==> config.mk <==
export PLATFORM = sky130hd
export DESIGN_NAME = cpu_register_file
export DESIGN_NICKNAME = d
export VERILOG_FILES = /design/src/pkg/cpu_regs_pkg.sv /design/src/design/flag_calc.sv /design/src/design/cpu_register_file.sv
export SDC_FILE = /design/constraint.sdc
export NUM_CORES = 2
export LEC_CHECK = 0
export BUFFER_PORTS_ARGS = -buffer_cell sky130_fd_sc_hd__buf_4
export CAP_MARGIN = 30
export CORE_ASPECT_RATIO = 0.6
export CORE_UTILIZATION = 35
export DETAILED_ROUTE_END_ITERATION = 8
export SETUP_SLACK_MARGIN = 0.02
export SLEW_MARGIN = 25
export SYNTH_ARGS = -nofsm -noshare
export SYNTH_HDL_FRONTEND = slang
export SYNTH_HIERARCHICAL = 1
export SYNTH_SLANG_ARGS = --single-unit
==> constraint.sdc <==
create_clock -name clock -period 2.35 [get_ports clock]
set_input_delay 0.3525 -clock clock [delete_from_list [all_inputs] [get_ports clock]]
set_output_delay 0.3525 -clock clock [all_outputs]
set_load 0.01 [all_outputs]
==> src/pkg/cpu_regs_pkg.sv <==
package cpu_regs_pkg;

    // ------------------------------------------------------------
    // Widths and bank layout
    // ------------------------------------------------------------
    localparam int WORD_W = 16;
    localparam int ADDR_W = 20;
    localparam int FLAG_W = 11;
    localparam int BANKS = 2;
    localparam int BANK_REGS = 7;
    localparam int NUM_ARCH_REGS = 13;

    // Slot of each banked register inside one bank
    localparam logic [2:0] IDX_D0 = 3'h0;
    localparam logic [2:0] IDX_D1 = 3'h1;
    localparam logic [2:0] IDX_D2 = 3'h2;
    localparam logic [2:0] IDX_D3 = 3'h3;
    localparam logic [2:0] IDX_A0 = 3'h4;
    localparam logic [2:0] IDX_A1 = 3'h5;
    localparam logic [2:0] IDX_FB = 3'h6;

    // ------------------------------------------------------------
    // Flag register layout and reset values
    // ------------------------------------------------------------
    localparam int FLAG_CARRY = 0;
    localparam int FLAG_DEBUG = 1;
    localparam int FLAG_ZERO = 2;
    localparam int FLAG_SIGN = 3;
    localparam int FLAG_BANK = 4;
    localparam int FLAG_OVF = 5;
    localparam int FLAG_INTEN = 6;
    localparam int FLAG_STACK = 7;
    localparam int FLAG_IPL_LSB = 8;
    localparam logic [10:0] FLAG_RESET = 11'h000;
    localparam logic [15:0] WORD_RESET = 16'h0000;
    localparam logic [19:0] ADDR_RESET = 20'h00000;

    // ------------------------------------------------------------
    // APB byte offsets
    // ------------------------------------------------------------
    localparam logic [7:0] OFS_BANK0 = 8'h00;
    localparam logic [7:0] OFS_BANK1 = 8'h20;
    localparam logic [7:0] OFS_VECTOR = 8'h40;
    localparam logic [7:0] OFS_PC = 8'h44;
    localparam logic [7:0] OFS_USP = 8'h48;
    localparam logic [7:0] OFS_ISP = 8'h4C;
    localparam logic [7:0] OFS_SB = 8'h50;
    localparam logic [7:0] OFS_FLAGS = 8'h54;
    localparam logic [7:0] OFS_SP = 8'h58;
    localparam logic [7:0] OFS_PAIR_LO = 8'h5C;
    localparam logic [7:0] OFS_PAIR_HI = 8'h60;
    localparam logic [7:0] OFS_ADDR_PAIR = 8'h64;

    typedef enum logic [4:0] {
        OPD_D0 = 5'h00, OPD_D1 = 5'h01, OPD_D2 = 5'h02, OPD_D3 = 5'h03,
        OPD_A0 = 5'h04, OPD_A1 = 5'h05, OPD_FB = 5'h06, OPD_SB = 5'h07,
        OPD_USP = 5'h08, OPD_ISP = 5'h09, OPD_SP = 5'h0A, OPD_VECTOR = 5'h0B,
        OPD_PC = 5'h0C, OPD_FLAGS = 5'h0D, OPD_D0_LO = 5'h0E, OPD_D0_HI = 5'h0F,
        OPD_D1_LO = 5'h10, OPD_D1_HI = 5'h11, OPD_PAIR_LO = 5'h12,
        OPD_PAIR_HI = 5'h13, OPD_ADDR_PAIR = 5'h14
    } operand_t;

    typedef enum logic [1:0] {
        SIZE_BYTE = 2'h0,
        SIZE_WORD = 2'h1,
        SIZE_LONG = 2'h2
    } opsize_t;

    typedef enum logic [1:0] {
        APB_IDLE = 2'b01,
        APB_ACCESS = 2'b10
    } apb_state_t;

endpackage

==> src/design/flag_calc.sv <==
`timescale 1ns/1ns
module flag_calc (
    input wire cpu_regs_pkg::opsize_t size,
    input wire logic [31:0] result,
    output logic zero,
    output logic sign
);
    import cpu_regs_pkg::*;

    // ------------------------------------------------------------
    // Zero and sign of a result at the operation's own width
    // ------------------------------------------------------------
    always_comb begin
        unique case (size)
            SIZE_BYTE: begin
                zero = (result[7:0] == 8'h00);
                sign = result[7];
            end
            SIZE_WORD: begin
                zero = (result[15:0] == 16'h0000);
                sign = result[15];
            end
            default: begin
                // Code 3 is illegal; treated as a long result
                zero = (result == 32'h00000000);
                sign = result[31];
            end
        endcase
    end
endmodule

==> src/design/cpu_register_file.sv <==
// Operation
// RULE1 - thirteen architectural registers per bank view
// RULE2 - data, address, frame base duplicated per bank
// RULE3 - data 16 bits, first two byte-split
// RULE4 - third/fourth data pair with first/second
// RULE5 - address registers 16 bits, general operands
// RULE6 - two address registers form 32-bit pair
// RULE7 - frame base 16 bits, frame-relative base
// RULE8 - vector table base 20 bits wide
// RULE9 - program counter 20 bits, next instruction
// RULE10 - stack flag picks user or interrupt pointer
// RULE11 - static base 16 bits wide
// RULE12 - flag register 11 bits of state
// RULE13 - carry captures carry, borrow, shifted bit
// RULE14 - software keeps debug flag zero
// RULE15 - zero flag set on zero result
// RULE16 - sign flag set on negative result
// RULE17 - bank flag selects bank zero or one
// RULE18 - overflow flag set on overflow
// RULE19 - flag positions and reset values defined
//
// The APB register port and the placing of the registers were chosen for this implementation.
`timescale 1ns/1ns
module cpu_register_file #(
    parameter logic [19:0] PC_RESET = 20'h00000
) (
    input wire logic clock,
    input wire logic resetn,
    input wire logic psel,
    input wire logic penable,
    input wire logic pwrite,
    input wire logic [7:0] paddr,
    input wire logic [31:0] pwdata,
    input wire logic [3:0] pstrb,
    output logic [31:0] prdata,
    output logic pready,
    output logic pslverr,
    input wire cpu_regs_pkg::operand_t dpRdSel,
    output logic [31:0] dpRdData,
    input wire logic dpWrEn,
    input wire cpu_regs_pkg::operand_t dpWrSel,
    input wire logic [31:0] dpWrData,
    input wire logic aluFlagEn,
    input wire cpu_regs_pkg::opsize_t aluSize,
    input wire logic [31:0] aluResult,
    input wire logic aluCarry,
    input wire logic aluOverflow,
    input wire logic pcLoad,
    input wire logic [19:0] pcValue,
    input wire logic pcAdvance,
    input wire logic [2:0] pcStep,
    output logic [19:0] programCounter,
    output logic [10:0] cpuFlags
);
    import cpu_regs_pkg::*;

    if (BANKS * BANK_REGS - BANK_REGS + 6 != NUM_ARCH_REGS) begin : g_layout_check
        $error("bank layout does not give the architectural count");
    end

    // ------------------------------------------------------------
    // Storage
    // ------------------------------------------------------------
    logic [15:0] bankReg [BANKS][BANK_REGS]; // RULE2
    logic [15:0] next_bankReg [BANKS][BANK_REGS];
    logic [15:0] userSp, interruptSp, staticBase;
    logic [15:0] next_userSp, next_interruptSp, next_staticBase;
    logic [19:0] vectorBase, next_vectorBase;
    logic [10:0] next_flags;
    logic [15:0] activeSp;
    apb_state_t apbState;
    logic bank;
    logic resZero, resSign;
    logic apbHit, apbWr, apbSetup;
    logic [31:0] apbRdWord, apbMerged;

    assign bank = cpuFlags[FLAG_BANK]; // RULE17
    assign apbSetup = psel && !penable;
    assign apbWr = psel && penable && pready && pwrite && !pslverr;
    assign activeSp = cpuFlags[FLAG_STACK] ? interruptSp : userSp; // RULE10

    flag_calc flagCalc (
        .size(aluSize),
        .result(aluResult),
        .zero(resZero),
        .sign(resSign)
    );

    // ------------------------------------------------------------
    // APB address decode and read view
    // ------------------------------------------------------------
    always_comb begin
        apbHit = 1'b1;
        apbRdWord = 32'h00000000;
        if (paddr[1:0] != 2'h0) begin
            apbHit = 1'b0;
        end else if (paddr[7:6] == 2'h0) begin
            if (paddr[4:2] == 3'h7) begin
                apbHit = 1'b0;
            end else begin
                apbRdWord = {16'h0000, bankReg[paddr[5]][paddr[4:2]]};
            end
        end else begin
            unique case (paddr)
                OFS_VECTOR: apbRdWord = {12'h000, vectorBase};
                OFS_PC: apbRdWord = {12'h000, programCounter};
                OFS_USP: apbRdWord = {16'h0000, userSp};
                OFS_ISP: apbRdWord = {16'h0000, interruptSp};
                OFS_SB: apbRdWord = {16'h0000, staticBase};
                OFS_FLAGS: apbRdWord = {21'h000000, cpuFlags};
                OFS_SP: apbRdWord = {16'h0000, activeSp};
                OFS_PAIR_LO: apbRdWord = {bankReg[bank][IDX_D2], bankReg[bank][IDX_D0]};
                OFS_PAIR_HI: apbRdWord = {bankReg[bank][IDX_D3], bankReg[bank][IDX_D1]};
                OFS_ADDR_PAIR: apbRdWord = {bankReg[bank][IDX_A1], bankReg[bank][IDX_A0]};
                default: apbHit = 1'b0;
            endcase
        end
    end

    // Lanes with a clear strobe keep the register's own byte
    for (genvar i = 0; i < 4; i++) begin : g_lane
        assign apbMerged[8*i +: 8] = pstrb[i] ? pwdata[8*i +: 8] : apbRdWord[8*i +: 8];
    end

    // ------------------------------------------------------------
    // APB response: one wait-free access phase
    // ------------------------------------------------------------
    always_ff @(posedge clock) begin
        if (!resetn) begin
            apbState <= APB_IDLE;
            pready <= 1'b0;
            pslverr <= 1'b0;
            prdata <= 32'h00000000;
        end else begin
            unique case (apbState)
                APB_IDLE: begin
                    if (apbSetup) begin
                        apbState <= APB_ACCESS;
                        pready <= 1'b1;
                        // PC is read-only from the bus
                        pslverr <= !apbHit || (pwrite && paddr == OFS_PC); // RULE9
                        prdata <= (apbHit && !pwrite) ? apbRdWord : 32'h00000000;
                    end
                end
                APB_ACCESS: begin
                    apbState <= APB_IDLE;
                    pready <= 1'b0;
                    pslverr <= 1'b0;
                end
            endcase
        end
    end

    // ------------------------------------------------------------
    // Next register values: ALU flags, then datapath, then bus
    // ------------------------------------------------------------
    always_comb begin
        next_bankReg = bankReg;
        next_userSp = userSp;
        next_interruptSp = interruptSp;
        next_staticBase = staticBase;
        next_vectorBase = vectorBase;
        next_flags = cpuFlags;
        if (aluFlagEn) begin
            next_flags[FLAG_CARRY] = aluCarry; // RULE13
            next_flags[FLAG_ZERO] = resZero; // RULE15
            next_flags[FLAG_SIGN] = resSign; // RULE16
            next_flags[FLAG_OVF] = aluOverflow; // RULE18
        end
        if (dpWrEn) begin
            unique case (dpWrSel)
                OPD_D0: next_bankReg[bank][IDX_D0] = dpWrData[15:0]; // RULE3
                OPD_D1: next_bankReg[bank][IDX_D1] = dpWrData[15:0];
                OPD_D2: next_bankReg[bank][IDX_D2] = dpWrData[15:0];
                OPD_D3: next_bankReg[bank][IDX_D3] = dpWrData[15:0];
                OPD_A0: next_bankReg[bank][IDX_A0] = dpWrData[15:0]; // RULE5
                OPD_A1: next_bankReg[bank][IDX_A1] = dpWrData[15:0];
                OPD_FB: next_bankReg[bank][IDX_FB] = dpWrData[15:0]; // RULE7
                OPD_SB: next_staticBase = dpWrData[15:0]; // RULE11
                OPD_USP: next_userSp = dpWrData[15:0];
                OPD_ISP: next_interruptSp = dpWrData[15:0];
                OPD_SP: begin
                    if (cpuFlags[FLAG_STACK]) begin // RULE10
                        next_interruptSp = dpWrData[15:0];
                    end else begin
                        next_userSp = dpWrData[15:0];
                    end
                end
                OPD_VECTOR: next_vectorBase = dpWrData[19:0]; // RULE8
                OPD_FLAGS: next_flags = dpWrData[10:0]; // RULE12
                OPD_D0_LO: next_bankReg[bank][IDX_D0][7:0] = dpWrData[7:0]; // RULE3
                OPD_D0_HI: next_bankReg[bank][IDX_D0][15:8] = dpWrData[7:0];
                OPD_D1_LO: next_bankReg[bank][IDX_D1][7:0] = dpWrData[7:0];
                OPD_D1_HI: next_bankReg[bank][IDX_D1][15:8] = dpWrData[7:0];
                OPD_PAIR_LO: begin
                    next_bankReg[bank][IDX_D0] = dpWrData[15:0]; // RULE4
                    next_bankReg[bank][IDX_D2] = dpWrData[31:16];
                end
                OPD_PAIR_HI: begin
                    next_bankReg[bank][IDX_D1] = dpWrData[15:0];
                    next_bankReg[bank][IDX_D3] = dpWrData[31:16];
                end
                OPD_ADDR_PAIR: begin
                    next_bankReg[bank][IDX_A0] = dpWrData[15:0]; // RULE6
                    next_bankReg[bank][IDX_A1] = dpWrData[31:16];
                end
                // PC only moves through its own load and advance ports
                default: ;
            endcase
        end
        // Bus writes come last so a debugger always wins
        if (apbWr) begin
            if (paddr[7:6] == 2'h0) begin
                next_bankReg[paddr[5]][paddr[4:2]] = apbMerged[15:0];
            end else begin
                unique case (paddr)
                    OFS_VECTOR: next_vectorBase = apbMerged[19:0];
                    OFS_USP: next_userSp = apbMerged[15:0];
                    OFS_ISP: next_interruptSp = apbMerged[15:0];
                    OFS_SB: next_staticBase = apbMerged[15:0];
                    // Debug bit is stored as written; keeping it zero is software's job
                    OFS_FLAGS: next_flags = apbMerged[10:0]; // RULE14
                    OFS_SP: begin
                        if (cpuFlags[FLAG_STACK]) begin
                            next_interruptSp = apbMerged[15:0];
                        end else begin
                            next_userSp = apbMerged[15:0];
                        end
                    end
                    OFS_PAIR_LO: begin
                        next_bankReg[bank][IDX_D0] = apbMerged[15:0];
                        next_bankReg[bank][IDX_D2] = apbMerged[31:16];
                    end
                    OFS_PAIR_HI: begin
                        next_bankReg[bank][IDX_D1] = apbMerged[15:0];
                        next_bankReg[bank][IDX_D3] = apbMerged[31:16];
                    end
                    OFS_ADDR_PAIR: begin
                        next_bankReg[bank][IDX_A0] = apbMerged[15:0];
                        next_bankReg[bank][IDX_A1] = apbMerged[31:16];
                    end
                    default: ;
                endcase
            end
        end
    end

    // ------------------------------------------------------------
    // Banked registers
    // ------------------------------------------------------------
    always_ff @(posedge clock) begin
        for (int b = 0; b < BANKS; b++) begin
            for (int i = 0; i < BANK_REGS; i++) begin
                bankReg[b][i] <= resetn ? next_bankReg[b][i] : WORD_RESET; // RULE19
            end
        end
    end

    // ------------------------------------------------------------
    // Shared registers and flags
    // ------------------------------------------------------------
    always_ff @(posedge clock) begin
        if (!resetn) begin
            userSp <= WORD_RESET; // RULE19
            interruptSp <= WORD_RESET;
            staticBase <= WORD_RESET;
            vectorBase <= ADDR_RESET;
            cpuFlags <= FLAG_RESET; // RULE19
        end else begin
            userSp <= next_userSp;
            interruptSp <= next_interruptSp;
            staticBase <= next_staticBase;
            vectorBase <= next_vectorBase;
            cpuFlags <= next_flags; // RULE12
        end
    end

    // ------------------------------------------------------------
    // Program counter
    // ------------------------------------------------------------
    always_ff @(posedge clock) begin
        if (!resetn) begin
            programCounter <= PC_RESET;
        end else if (pcLoad) begin
            programCounter <= pcValue; // RULE9
        end else if (pcAdvance) begin
            programCounter <= programCounter + {17'h00000, pcStep};
        end
    end

    // ------------------------------------------------------------
    // Datapath read port, one cycle behind the select
    // ------------------------------------------------------------
    always_ff @(posedge clock) begin
        if (!resetn) begin
            dpRdData <= 32'h00000000;
        end else begin
            unique case (dpRdSel)
                OPD_D0: dpRdData <= {16'h0000, bankReg[bank][IDX_D0]}; // RULE1
                OPD_D1: dpRdData <= {16'h0000, bankReg[bank][IDX_D1]};
                OPD_D2: dpRdData <= {16'h0000, bankReg[bank][IDX_D2]};
                OPD_D3: dpRdData <= {16'h0000, bankReg[bank][IDX_D3]};
                OPD_A0: dpRdData <= {16'h0000, bankReg[bank][IDX_A0]};
                OPD_A1: dpRdData <= {16'h0000, bankReg[bank][IDX_A1]};
                OPD_FB: dpRdData <= {16'h0000, bankReg[bank][IDX_FB]};
                OPD_SB: dpRdData <= {16'h0000, staticBase};
                OPD_USP: dpRdData <= {16'h0000, userSp};
                OPD_ISP: dpRdData <= {16'h0000, interruptSp};
                OPD_SP: dpRdData <= {16'h0000, activeSp};
                OPD_VECTOR: dpRdData <= {12'h000, vectorBase};
                OPD_PC: dpRdData <= {12'h000, programCounter};
                OPD_FLAGS: dpRdData <= {21'h000000, cpuFlags};
                OPD_D0_LO: dpRdData <= {24'h000000, bankReg[bank][IDX_D0][7:0]};
                OPD_D0_HI: dpRdData <= {24'h000000, bankReg[bank][IDX_D0][15:8]};
                OPD_D1_LO: dpRdData <= {24'h000000, bankReg[bank][IDX_D1][7:0]};
                OPD_D1_HI: dpRdData <= {24'h000000, bankReg[bank][IDX_D1][15:8]};
                OPD_PAIR_LO: dpRdData <= {bankReg[bank][IDX_D2], bankReg[bank][IDX_D0]};
                OPD_PAIR_HI: dpRdData <= {bankReg[bank][IDX_D3], bankReg[bank][IDX_D1]};
                OPD_ADDR_PAIR: dpRdData <= {bankReg[bank][IDX_A1], bankReg[bank][IDX_A0]};
                default: dpRdData <= 32'h00000000;
            endcase
        end
    end

    // ------------------------------------------------------------
    // Checks
    // ------------------------------------------------------------
    logic quietFlags;
    assign quietFlags = !(dpWrEn && dpWrSel == OPD_FLAGS) && !apbWr;

    a_bank_isolation: assert property (@(posedge clock) disable iff (!resetn) // RULE2
        (dpWrEn && dpWrSel == OPD_D0 && !apbWr)
        |=> bankReg[!$past(bank)][IDX_D0] == $past(bankReg[!bank][IDX_D0]))
        else $error("write leaked into the inactive bank");
    a_zero_flag: assert property (@(posedge clock) disable iff (!resetn) // RULE15
        (aluFlagEn && quietFlags) |=> cpuFlags[FLAG_ZERO] == $past(resZero))
        else $error("zero flag does not follow the result");
    a_sign_flag: assert property (@(posedge clock) disable iff (!resetn) // RULE16
        (aluFlagEn && quietFlags && aluSize == SIZE_WORD)
        |=> cpuFlags[FLAG_SIGN] == $past(aluResult[15]))
        else $error("sign flag does not follow the result");
    a_carry_ovf: assert property (@(posedge clock) disable iff (!resetn) // RULE13
        (aluFlagEn && quietFlags)
        |=> {cpuFlags[FLAG_CARRY], cpuFlags[FLAG_OVF]} == $past({aluCarry, aluOverflow}))
        else $error("carry or overflow not captured");
    a_stack_select: assert property (@(posedge clock) disable iff (!resetn) // RULE10
        (dpRdSel == OPD_SP)
        |=> dpRdData[15:0] == ($past(cpuFlags[FLAG_STACK]) ? $past(interruptSp) : $past(userSp)))
        else $error("wrong stack pointer selected");
    a_pair_read: assert property (@(posedge clock) disable iff (!resetn) // RULE4
        (dpRdSel == OPD_PAIR_LO)
        |=> dpRdData == {$past(bankReg[bank][IDX_D2]), $past(bankReg[bank][IDX_D0])})
        else $error("data pair read out of order");
    a_pc_load: assert property (@(posedge clock) disable iff (!resetn) // RULE9
        pcLoad |=> programCounter == $past(pcValue))
        else $error("program counter did not load");
    a_apb_ready: assert property (@(posedge clock) disable iff (!resetn)
        (apbSetup && apbState == APB_IDLE) |=> pready ##1 !pready)
        else $error("access phase not exactly one cycle");
    a_byte_upper: assert property (@(posedge clock) disable iff (!resetn) // RULE3
        (dpWrEn && dpWrSel == OPD_D0_HI && !apbWr)
        |=> bankReg[$past(bank)][IDX_D0][7:0] == $past(bankReg[bank][IDX_D0][7:0]))
        else $error("upper byte write touched lower byte");

endmodule

==> impl_metrics.ini <==
[run_status]
status = finished with violations
violations = negative setup slack

[floorplanning]
ios = 251
initial_utilization_pct = 35.6
die_height_um = 223
coreArea_mm2 = 0.0802
fp.dieW_um = 371
rows = 80
dieArea_mm2 = 0.0828

[synth]
synthTopCellsByCount = 390 x dfxtp_1, 354 x nor2_1, 273 x nand2_1
synth_cells = 3493
synthArstFlopShare_pct = 0
synthTopCellsByArea = dfxtp_1 27%, mux2i_1 8.2%, mux2_2 6.0%
synth_edf_count = 0
synth_most_common_cell = dfxtp_1
yosys_warnings = 6
synth_cell_types = 111
syn_nets = 3651
synth_largest_area_cell = dfxtp_1
synth_top_area_share_pct = 27.3
synth_area_mm2 = 0.0286
synth_top_flop_cell = dfxtp_1
synth-seq-cells = 390
syn_avg_cell_area_um2 = 8.18
seq_area_frac_synth_pct = 27.3

[global_routing]
overflow = 0
grt_pass1_wl_um = 299000
grt_pass1_vias = 34743
grt_start_max_net_pins = 136
antenna_found_initial = 23
track_usage_pct = 52.7

[critical_path]
reg2reg_depth = 9
critPathTopFamily = compound AO/OA/AOI/OAI gates
cp_common_cell = a211oi_1
cpPeakStageDelay_ns = 0.54
critPathArrivalTime_ns = 3.33
cp_cell_sequence = buf_12, buf_8, mux2_2, a221o_2, mux2i_4, buf_6, nor2_1, a211oi_1, a211oi_1
r2r_slack_ns = -0.48
cp-start-kind = flip-flop
end_kind = flip-flop
r2r_end = bankReg[169]
reg2reg_from = cpuFlags[4]
cp.buffers_inverters = 3
required_ns = 2.85
slowest_stage = a221o_2
cp_max_fo = 17
setup.worst_path.class = reg2reg

[detailed_routing]
first_pass_iters = 8
finalWirelength_um = 228000
vias_per_cell = 6.85
drt_iter0_drc = 6958
vias = 39669
drc = 0
post_drt_wl_per_cell_um = 39.3
drtAntennaViolNets = 0

[finish]
fin_nets = 4825
design_area_mm2 = 0.0442
areaGrowthSynthToFinish_pct = 54.8
drive_above_1_share_pct = 42.2

[sta]
hold_viol = 0
slew_violations = 0
skew_ns = 0.0340
worst_pin_slew_ns = 0.976
setup_violations = 326
fmax_ghz = 0.354
min_period_ns = 2.83
slew_headroom_pct = 34.8
rsz0062_at_grt = yes
finalCritPeriodShare_pct = 120
fin_ws_ns = -0.478

[clock_tree]
clock_path_buffers = 3
clk_latency_ns = 0.65
cts_root_buf = clkbuf_16
htree_levels = 2
cts_tree = done
clk_pin_slew_worst_paths_ns = 0.06
cts_inserted_buffers = 45
cts.sinks = 390

[power]
p_per_area_mw_per_mm2 = 427
p_leak_nw = 18.0
vdd.ir_drop.worst_v = 0.000529

[place]
gp_congestion = 1.14
numPortBuffers = 250
place_area_mm2 = 0.0412
dp_hpwl_um = 184000
pre_cts_ws_ns = -1.06

[flow_run]
cap_violations = 0

[hold_path]
holdCritPathClass = in2reg
hold_start = pcValue[4]
hold_end = programCounter[4]
whs_path_depth = 3
==> state kept, by name, indices dropped and copies added (netlist names) <==
signal	flops
apbState	1
staticBase	16
bankReg	224
cpuFlags	11
vectorBase	20
userSp	16
dpRdData	32
pready	1
interruptSp	16
pslverr	1
prdata	32
programCounter	20
==> per-layer routing <==
| layer | track usage, % | part of all wire (%) | vias to the layer above |
|---|---|---|---|
| met1 | 73.7 | 42 | 19388 |
| li1 | - | - | 15885 |
| met3 | 37.1 | 21 | 528 |
| met5 | 5.19 | 0.32 | - |
| met4 | 15.8 | 3.8 | 16 |
| met2 | 60.2 | 33 | 3852 |
==> tightest hold or removal path, stage by stage <==
cell and delay, ns:
buf_4 0.11, nor2_1 0.08, a211oi_1 0.05
==> report_power, final <==
part	switching [mW]	leakage, nW	total, mW	internal (mW)
Sequential	0.144	3.15	6.84	6.69
Combinational	2.35	14.0	3.87	1.52
Clock	3.58	0.782	8.19	4.61
==> what timing repair did <==
item | in CTS | in global routing
pin swaps | 21 | 12
setup buffers | 11 | 11
setup endpoints to repair | 331 | 334
endpoints found under the hold margin | 10 | 0
hold buffers | 10 | 0
cloned | 1 | 0
resized for setup | 125 | 113
==> area by class of cell <==
cell class                      instances  area, µm²
Antenna cell                           25       62.6
Clock buffer                           63       1330
Clock inverter                         20        267
Fill cell                            7489      35900
Inverter                               30        121
Multi-Input combinational cell       2742      20400
Sequential cell                       390       7820
Tap cell                             1066       1330
Timing Repair Buffer                 1458      12900
==> per-stage QoR <==
step / power [mW] / utilization, % / instances / hold slack, ns / TNS (ns)
2_1_floorplan: 8.27 / - / 3493 / 0.468 / -2.82
4_1_cts: 18.5 / 54.4 / 5757 / 0.00523 / -44.46
3_5_place_dp: 10.4 / 51.4 / 5652 / 0.453 / -195.07
5_1_grt: 19.0 / 55.1 / 5774 / 0.0327 / -69.17
3_3_place_gp: 10.4 / 51.4 / 5652 / 0.441 / -189.55
6_report: 18.9 / 55.2 / 5794 / 0.0160 / -68.99
==> worst max-delay path by stage <==
| stage | slack, ns | end | cells after the start | startpoint |
|---|---|---|---|---|
| after floorplan | -0.11 | bankReg[155] | 11 | cpuFlags[4] |
| after global placement | -1.06 | bankReg[177] | 11 | paddr[1] |
| after detailed placement | -1.06 | bankReg[49] | 11 | paddr[1] |
| after CTS | -0.37 | bankReg[205] | 12 | cpuFlags[4] |
| after global routing | -0.45 | bankReg[205] | 12 | cpuFlags[4] |
| final | -0.48 | bankReg[169] | 9 | cpuFlags[4] |
==> cell families (layout without fill, tap and decap cells) <==
kind of cell / after synthesis / after routing / synth area share, %
AO/OA/AOI/OAI: 1318 / 1318 / 32.7
other: 0 / 25 / 0
multiplexers: 423 / 423 / 17.1
adder cells (fa/ha/maj): 4 / 4 / 0.201
AND/OR/NAND/NOR: 977 / 977 / 16.3
buffers and inverters: 361 / 1571 / 5.74
XOR/XNOR: 20 / 20 / 0.613
flip-flops: 390 / 390 / 27.3
==> cell usage in the layout (no fill, tap or decap), types with 57 or more instances in the layout <==
cell / Yosys / final
o22ai_1: 95 / 84
a21oi_1: 259 / 220
a22o_1: 80 / 78
o21ai_0: 178 / 155
a22oi_1: 134 / 123
a211oi_1: 133 / 117
mux2_2: 152 / 112
nor2_1: 354 / 331
dfxtp_1: 390 / 386
mux2i_1: 234 / 216
buf_12: 0 / 136
buf_4: 27 / 1275
nand3_1: 58 / 57
nand2_1: 273 / 264
Note: power is estimated with default switching activity, not from simulation.
